**src/logic/fac_pkg.sv**
```systemverilog
/*
 * Shared constants and types for the clocked digital side of a two-step
 * flash converter: result layout, stage counts, clock timing limits.
 * Assumes a 100 MHz system clock that samples the converter clock pin.
 */
package fac_pkg;

    // System clock
    localparam int unsigned SYS_CLK_MHZ   = 100;
    localparam int unsigned SYS_PERIOD_NS = 1000 / SYS_CLK_MHZ;

    // Converter clock limits, figures in ns
    localparam int unsigned T_PERIOD_MIN_NS = 1000;
    localparam int unsigned T_PHASE_MIN_NS  = 500;
    localparam int unsigned T_PHASE_MAX_NS  = 500000;
    // Least times round up, longest times round down
    localparam int unsigned PERIOD_MIN_CYC =
        (T_PERIOD_MIN_NS + SYS_PERIOD_NS - 1) / SYS_PERIOD_NS;
    localparam int unsigned PHASE_MIN_CYC =
        (T_PHASE_MIN_NS + SYS_PERIOD_NS - 1) / SYS_PERIOD_NS;
    localparam int unsigned PHASE_MAX_CYC = T_PHASE_MAX_NS / SYS_PERIOD_NS;
    localparam int unsigned PHASE_CNT_W   = 17;

    // Result layout
    localparam int unsigned RES_W      = 10;
    localparam int unsigned COARSE_W   = 4;
    localparam int unsigned FINE_W     = 6;
    localparam int unsigned N_COARSE   = 15;
    localparam int unsigned N_FINE     = 67;
    localparam int unsigned FCNT_W     = 7;
    localparam int unsigned FINE_OFS   = 2;   // Fine comparators below range
    localparam int unsigned N_CODES    = 1024;
    localparam logic [9:0]  RES_ZERO   = 10'h000;
    localparam logic [9:0]  RES_FULL   = 10'h3ff;
    localparam int unsigned PIPE_STAGES = 2;
    localparam int unsigned FIFO_DEPTH  = 4;

    // One conversion result with its flag
    typedef struct packed {
        logic             over_range;
        logic [RES_W-1:0] bits;
    } fac_result_t;

    // Conversion sequencing states
    typedef enum logic [1:0] {
        FAC_ST_IDLE   = 2'b00,
        FAC_ST_SAMPLE = 2'b01,
        FAC_ST_FINE   = 2'b10
    } fac_state_t;

endpackage : fac_pkg

```
**src/logic/fac_fifo.sv**
```systemverilog
/*
 * Small synchronous FIFO for conversion results, valid/ready both sides.
 * Assumes one clock, active-low asynchronous reset; DEPTH a power of two.
 */
`timescale 1ns/1ps
module fac_fifo #(
    parameter int unsigned WIDTH = 11,
    parameter int unsigned DEPTH = 4
) (
    // Clock and reset
    input  wire logic                       clock_i,
    input  wire logic                       rst_n_i,
    // Fill side
    input  wire logic                       in_valid_i,
    input  wire logic [WIDTH-1:0]           in_data_i,
    output logic                            in_ready_o,
    // Drain side
    output logic                            out_valid_o,
    output logic [WIDTH-1:0]                out_data_o,
    input  wire logic                       out_ready_i,
    // Fill level
    output logic [$clog2(DEPTH+1)-1:0]      level_o
);
    localparam int unsigned PW = $clog2(DEPTH);
    localparam int unsigned LW = $clog2(DEPTH+1);

    logic [WIDTH-1:0] mem_q [DEPTH];
    logic [PW-1:0]    wr_ptr_q;
    logic [PW-1:0]    rd_ptr_q;
    logic [LW-1:0]    level_q;
    logic             push;
    logic             pop;

    // Honest full and empty from the level count
    assign in_ready_o  = (level_q != LW'(DEPTH));
    assign out_valid_o = (level_q != '0);
    assign out_data_o  = mem_q[rd_ptr_q];
    assign level_o     = level_q;
    assign push        = in_valid_i && in_ready_o;
    assign pop         = out_valid_o && out_ready_i;

    // Storage, no reset needed on data
    always_ff @(posedge clock_i) begin
        if (push) begin
            mem_q[wr_ptr_q] <= in_data_i;
        end
    end

    // Pointers and level
    always_ff @(posedge clock_i or negedge rst_n_i) begin
        if (!rst_n_i) begin
            wr_ptr_q <= '0;
            rd_ptr_q <= '0;
            level_q  <= '0;
        end else begin
            if (push) begin
                wr_ptr_q <= wr_ptr_q + PW'(1);
            end
            if (pop) begin
                rd_ptr_q <= rd_ptr_q + PW'(1);
            end
            if (push && !pop) begin
                level_q <= level_q + LW'(1);
            end else if (pop && !push) begin
                level_q <= level_q - LW'(1);
            end
        end
    end

endmodule : fac_fifo

```
**src/logic/fac_conv.sv**
```systemverilog
/*
 * Clocked digital side of a 10-bit two-step flash converter: phase
 * generation from the converter clock, coarse/fine encoding, two-stage
 * output pipeline, output enable and a buffered result stream.
 * Assumes all inputs, the converter clock among them, are synchronous to
 * clock_i; comparator outputs arrive as thermometer vectors.
 */
`timescale 1ns/1ps
module fac_conv #(
    parameter int unsigned FIFO_DEPTH    = fac_pkg::FIFO_DEPTH,
    parameter int unsigned PHASE_MAX_CYC = fac_pkg::PHASE_MAX_CYC
) (
    // Clock and reset
    input  wire logic                          clock_i,
    input  wire logic                          rst_n_i,
    // Converter clock and output enable from the partner
    input  wire logic                          conv_clk_i,
    input  wire logic                          oe_n_i,
    // Comparator thermometer outputs
    input  wire logic [fac_pkg::N_COARSE-1:0]  coarse_therm_i,
    input  wire logic [fac_pkg::N_FINE-1:0]    fine_therm_i,
    // Result pins
    output logic [fac_pkg::RES_W-1:0]          conv_result_bits_o,
    output logic                               conv_result_oe_o,
    output logic                               over_range_flag_o,
    // Internal phases and status
    output logic                               phase_balance_o,
    output logic                               phase_sample_o,
    output logic                               conv_skip_o,
    output logic                               clk_timing_err_o,
    // Buffered result stream
    output logic                               res_valid_o,
    output fac_pkg::fac_result_t               res_data_o,
    input  wire logic                          res_ready_i
);
    localparam int unsigned LW = $clog2(FIFO_DEPTH+1);

    fac_pkg::fac_state_t                state_q;
    logic                               clk_q;
    logic                               rise;
    logic                               fall;
    logic                               accept;
    logic [fac_pkg::COARSE_W-1:0]       coarse_q;
    logic                               coarse_vld_q;
    fac_pkg::fac_result_t               enc_q;
    logic                               enc_vld_q;
    fac_pkg::fac_result_t               s1_q;
    logic                               s1_vld_q;
    fac_pkg::fac_result_t               s2_q;
    logic                               fifo_ready;
    logic [LW-1:0]                      fifo_level;
    logic [fac_pkg::PHASE_CNT_W-1:0]    phase_cnt_q;
    logic [fac_pkg::PHASE_CNT_W-1:0]    hi_len_q;
    logic                               phase_err;

    // Count of set comparator outputs in a thermometer vector
    function automatic logic [fac_pkg::FCNT_W-1:0] therm_count(
        input logic [fac_pkg::N_FINE-1:0] therm
    );
        logic [fac_pkg::FCNT_W-1:0] n;
        n = '0;
        for (int i = 0; i < fac_pkg::N_FINE; i++) begin
            n = n + fac_pkg::FCNT_W'(therm[i]);
        end
        return n;
    endfunction : therm_count

    // Coarse range plus fine offset, clamped into the code span
    function automatic fac_pkg::fac_result_t encode(
        input logic [fac_pkg::COARSE_W-1:0] coarse,
        input logic [fac_pkg::FCNT_W-1:0]   fcnt
    );
        fac_pkg::fac_result_t r;
        int                   v;
        v = int'(coarse) * (1 << fac_pkg::FINE_W) + int'(fcnt)
            - int'(fac_pkg::FINE_OFS);
        r.over_range = 1'b0;
        if (v < 0) begin
            r.bits = fac_pkg::RES_ZERO;
        end else if (v >= int'(fac_pkg::N_CODES)) begin
            r.bits       = fac_pkg::RES_FULL;
            r.over_range = 1'b1;
        end else begin
            r.bits = fac_pkg::RES_W'(v);
        end
        return r;
    endfunction : encode

    // Edges of the converter clock; the pin is already synchronous
    assign rise = conv_clk_i && !clk_q;
    assign fall = !conv_clk_i && clk_q;
    // Refuse a new sample unless every result in flight has a FIFO slot,
    // so back-pressure from the stream never loses a finished result
    assign accept = rise && (int'(fifo_level) + int'(coarse_vld_q)
                    + int'(enc_vld_q) + int'(s1_vld_q) + 1
                    <= int'(FIFO_DEPTH));

    // Phase outputs follow the clock level
    always_ff @(posedge clock_i or negedge rst_n_i) begin
        if (!rst_n_i) begin
            clk_q           <= 1'b0;
            phase_balance_o <= 1'b0;
            phase_sample_o  <= 1'b1;
        end else begin
            clk_q           <= conv_clk_i;
            phase_balance_o <= conv_clk_i;
            phase_sample_o  <= !conv_clk_i;
        end
    end

    // Sequencer: sample ends on rise, fine pass closes on fall
    always_ff @(posedge clock_i or negedge rst_n_i) begin
        if (!rst_n_i) begin
            state_q <= fac_pkg::FAC_ST_IDLE;
        end else begin
            case (state_q)
                fac_pkg::FAC_ST_IDLE: begin
                    // First rise after reset comes without a seen fall
                    if (accept) begin
                        state_q <= fac_pkg::FAC_ST_FINE;
                    end else if (fall) begin
                        state_q <= fac_pkg::FAC_ST_SAMPLE;
                    end
                end
                fac_pkg::FAC_ST_SAMPLE: begin
                    if (accept) begin
                        state_q <= fac_pkg::FAC_ST_FINE;
                    end else if (rise) begin
                        state_q <= fac_pkg::FAC_ST_IDLE;
                    end
                end
                fac_pkg::FAC_ST_FINE: begin
                    if (fall) begin
                        state_q <= fac_pkg::FAC_ST_SAMPLE;
                    end
                end
                default: begin
                    state_q <= fac_pkg::FAC_ST_IDLE;
                end
            endcase
        end
    end

    // Coarse pass captured at the end of the sample phase
    always_ff @(posedge clock_i or negedge rst_n_i) begin
        if (!rst_n_i) begin
            coarse_q     <= '0;
            coarse_vld_q <= 1'b0;
        end else if (accept) begin
            coarse_q     <= fac_pkg::COARSE_W'(therm_count(
                            fac_pkg::N_FINE'(coarse_therm_i)));
            coarse_vld_q <= 1'b1;
        end else if (fall) begin
            coarse_vld_q <= 1'b0;
        end
    end

    // Fine pass on the selected range, closed at the end of balance
    always_ff @(posedge clock_i or negedge rst_n_i) begin
        if (!rst_n_i) begin
            enc_q     <= '0;
            enc_vld_q <= 1'b0;
        end else if (fall && coarse_vld_q) begin
            enc_q     <= encode(coarse_q, therm_count(fine_therm_i));
            enc_vld_q <= 1'b1;
        end else if (rise) begin
            enc_vld_q <= 1'b0;
        end
    end

    // Two output stages, both advanced by the converter clock rise
    always_ff @(posedge clock_i or negedge rst_n_i) begin
        if (!rst_n_i) begin
            s1_q     <= '0;
            s1_vld_q <= 1'b0;
            s2_q     <= '0;
        end else if (rise) begin
            s1_vld_q <= enc_vld_q;
            if (enc_vld_q) begin
                s1_q <= enc_q;
            end
            if (s1_vld_q) begin
                s2_q <= s1_q;
            end
        end
    end

    // Pins straight from the second stage
    assign conv_result_bits_o = s2_q.bits;
    assign over_range_flag_o  = s2_q.over_range;
    // Enable is combinational on purpose: it must not wait for a clock
    assign conv_result_oe_o   = !oe_n_i;

    // Refused sample edges reported as a pulse
    always_ff @(posedge clock_i or negedge rst_n_i) begin
        if (!rst_n_i) begin
            conv_skip_o <= 1'b0;
        end else begin
            conv_skip_o <= rise && !accept;
        end
    end

    // Phase length monitor; counter saturates just past the limit.
    // Period is judged rise to rise: this low plus the last high length;
    // after reset the first period counts from the release only
    assign phase_err = ((rise || fall)
                        && (int'(phase_cnt_q) + 1
                            < int'(fac_pkg::PHASE_MIN_CYC)))
                    || (int'(phase_cnt_q) == int'(PHASE_MAX_CYC))
                    || (rise && (int'(phase_cnt_q) + int'(hi_len_q) + 1
                        < int'(fac_pkg::PERIOD_MIN_CYC)));
    always_ff @(posedge clock_i or negedge rst_n_i) begin
        if (!rst_n_i) begin
            phase_cnt_q      <= '0;
            hi_len_q         <= '0;
            clk_timing_err_o <= 1'b0;
        end else begin
            clk_timing_err_o <= phase_err;
            if (rise || fall) begin
                phase_cnt_q <= '0;
            end else if (int'(phase_cnt_q) <= int'(PHASE_MAX_CYC)) begin
                phase_cnt_q <= phase_cnt_q + fac_pkg::PHASE_CNT_W'(1);
            end
            if (fall) begin
                hi_len_q <= phase_cnt_q + fac_pkg::PHASE_CNT_W'(1);
            end
        end
    end

    // Result stream buffer, filled as results reach the second stage
    fac_fifo #(
        .WIDTH ($bits(fac_pkg::fac_result_t)),
        .DEPTH (FIFO_DEPTH)
    ) u_fifo (
        .clock_i     (clock_i),
        .rst_n_i     (rst_n_i),
        .in_valid_i  (rise && s1_vld_q),
        .in_data_i   (s1_q),
        .in_ready_o  (fifo_ready),
        .out_valid_o (res_valid_o),
        .out_data_o  (res_data_o),
        .out_ready_i (res_ready_i),
        .level_o     (fifo_level)
    );
endmodule : fac_conv

```
**config.mk**
```make
export PLATFORM = sky130hd
export DESIGN_NAME = fac_conv
export DESIGN_NICKNAME = d
export VERILOG_FILES = /design/src/logic/fac_pkg.sv /design/src/logic/fac_fifo.sv /design/src/logic/fac_conv.sv
export SDC_FILE = /design/constraint.sdc
export NUM_CORES = 1
export LEC_CHECK = 0
export BUFFER_PORTS_ARGS = -buffer_cell sky130_fd_sc_hd__buf_2
export CELL_PAD_IN_SITES_DETAIL_PLACEMENT = 1
export CELL_PAD_IN_SITES_GLOBAL_PLACEMENT = 2
export CORE_MARGIN = 1
export CORE_UTILIZATION = 39
export DETAILED_ROUTE_END_ITERATION = 6
export PLACE_DENSITY = 0.82
export SETUP_SLACK_MARGIN = 0.05
export SYNTH_ARGS = -nofsm -noshare
export SYNTH_HDL_FRONTEND = slang
export SYNTH_HIERARCHICAL = 1
export SYNTH_SLANG_ARGS = --single-unit
```
**constraint.sdc**
```tcl
create_clock -name clock_i -period 3 [get_ports clock_i]
set_input_delay 0.3 -clock clock_i [delete_from_list [all_inputs] [get_ports clock_i]]
set_output_delay 0.3 -clock clock_i [all_outputs]
set_load 0.005 [all_outputs]
```
==> flow_summary.ini <==
[routing]
wl_per_cell_microns = 15.6
ant_nets = 0
firstDrtPassIters = 4
drc = 0
vias_per_cell = 5.00
drt-total-wl_mm = 19.8
drtIter0Drc = 182
num_vias = 6371

[global_routing]
busiest_layer = met2
grt_pass1_vias = 6821
grt_overflow = 0
track_usage_pct = 17.9
grt_max_degree = 86
grt_antenna_before_repair = 0
grt_util_met3_pct = 3.61
grt_use_met2_pct = 29.8
grt_first_pass_wirelength_mm = 33.6
grtUsageMet1_pct = 23.9

[timing]
setup_viol = 14
final.min_clock_period_ps = 6190
hold_viol_final = 0
setup_ws_ps = -3190
maxSlewViolCount = 0
period_share_pct = 206
fmax_ghz = 0.162
rsz0062_at_grt = yes
tns_ps = -34490
skew_ps = 7.45
worst_pin_slew_ps = 867
maxSlewHeadroom_pct = 42.0

[synth]
syn_nets = 1045
syn_area_sq_mm = 0.00904
avgSynthCellArea_sq_um = 10.9
synthCells = 827
yosys_warnings = 6

[floorplanning]
die_h_microns = 154
io_pins = 115
coreArea_sq_mm = 0.0227
start_util_pct = 39.8
die_area_sq_mm = 0.0238
rows = 55
die_w_microns = 154

[critical_path]
worstReg2RegStart = coarse_q[2]
ff2ff_setup_slack_ps = 110
critPathMaxStageDelay_ps = 520
critPathLaunchType = input port
critical_path.slowest_cell = fa_1
rr_worst_depth = 16
r2r-end = enc_q[8]
worst-path-buf-inv = 9
critPathKind = input port to flop
arrival_ps = 6510
path_common_cell = fa_1
crit_cells = 26
worstPathMaxFanout = 4
critPathTopFamily = adder cells
cp_data_required_time_ps = 3320
endpoint_kind = flop
setup.worst_path.start = fine_therm_i[53]

[finish]
mostFrequentLayoutCell = inv_1
drive_gt1_share_pct = 28.2
nets = 1195
antenna_cells = 0
layout_common_cells = inv_1, buf_2, dfrtp_1
utilization_pct = 48.4
area_growth_pct = 21.6
fin_area_sq_mm = 0.0110

[place]
place_area_sq_mm = 0.0102
place.detailed.hpwl_mm = 15.3
place_congestion = 0.773
portBuffers = 114

[min_path]
min_to = clk_q
hold_depth = 1
min_from = conv_clk_i
hp-class = input port to flop

[clocking]
cts_tree = yes
clk_latency_ps = 420
clock-sinks = 129
clkTransAtPathRegs_ps = 60
clk_path_buf_depth = 2
cts_htree_levels = 4
root_buffer = clkbuf_16
cts_buffers = 17

[outcome]
status = complete, but fails checks
violations = negative setup slack

[flow_run]
drv_cap = 0
[stage by stage]
step	cells	hold WS [ps]	setup WS, ps
4_1_cts	1270	3.40	-3210
3_5_place_dp	1237	378	-3720
2_1_floorplan	827	4.41	-3290
3_3_place_gp	1237	367	-3550
6_report	1275	25.6	-3190
5_1_grt	1275	12.9	-3460
[worst reg2reg max path, cell delays in order, from the launching register on]
cell and delay, ps:
dfrtp_1 360, inv_1 100, ha_1 240, inv_1 60, ha_1 140, inv_1 40, ha_1 260, inv_1 40
ha_1 340, nand2b_1 200, o21ai_0 100, a21oi_1 240, o311ai_4 160, buf_6 160, buf_4 140, nor2_4 110
o31ai_2 70
[repair_timing]
item                       CTS  global route
gates cloned                 0             1
pin swaps                    7            13
setup endpoints to repair   13            14
hold buffers                 1             0
gates resized for setup     18            32
hold endpoints to repair    84             0
buffers inserted             0             4
[how the worst max path moves through the flow]
stage	to
after floorplan	enc_q[8]
after global placement	enc_q[9]
after detailed placement	enc_q[3]
after CTS	enc_q[9]
after global routing	enc_q[8]
final	enc_q[8]
[layer usage]
layer  vias to the layer above  wire (microns)
li1                       3083               -
met1                      3164            9470
met2                       112            9470
met3                        12             705
met4                         0             189
met5                         -               0
[layout make-up]
class,count,area (sq um)
Tap cell,285,357
Sequential cell,129,3450
Inverter,155,597
Clock buffer,17,425
Clock inverter,15,148
Timing Repair Buffer,158,977
Fill cell,2503,11700
Multi-Input combinational cell,516,5040
[sequential cells by signal (all words and copies together) (netlist names), 2 cells and up]
register and cells:
conv_result_bits_o 10, u_fifo/rd_ptr_q 2, hi_len_q 17, phase_cnt_q 17, u_fifo/mem_q 44, coarse_q 4, u_fifo/level_o 3, enc_q 11
u_fifo/wr_ptr_q 2, s1_q 11
Power is left out: the tool's default activity adds up to more than one toggle a clock period on the data nets, which glitch-free logic cannot reach.
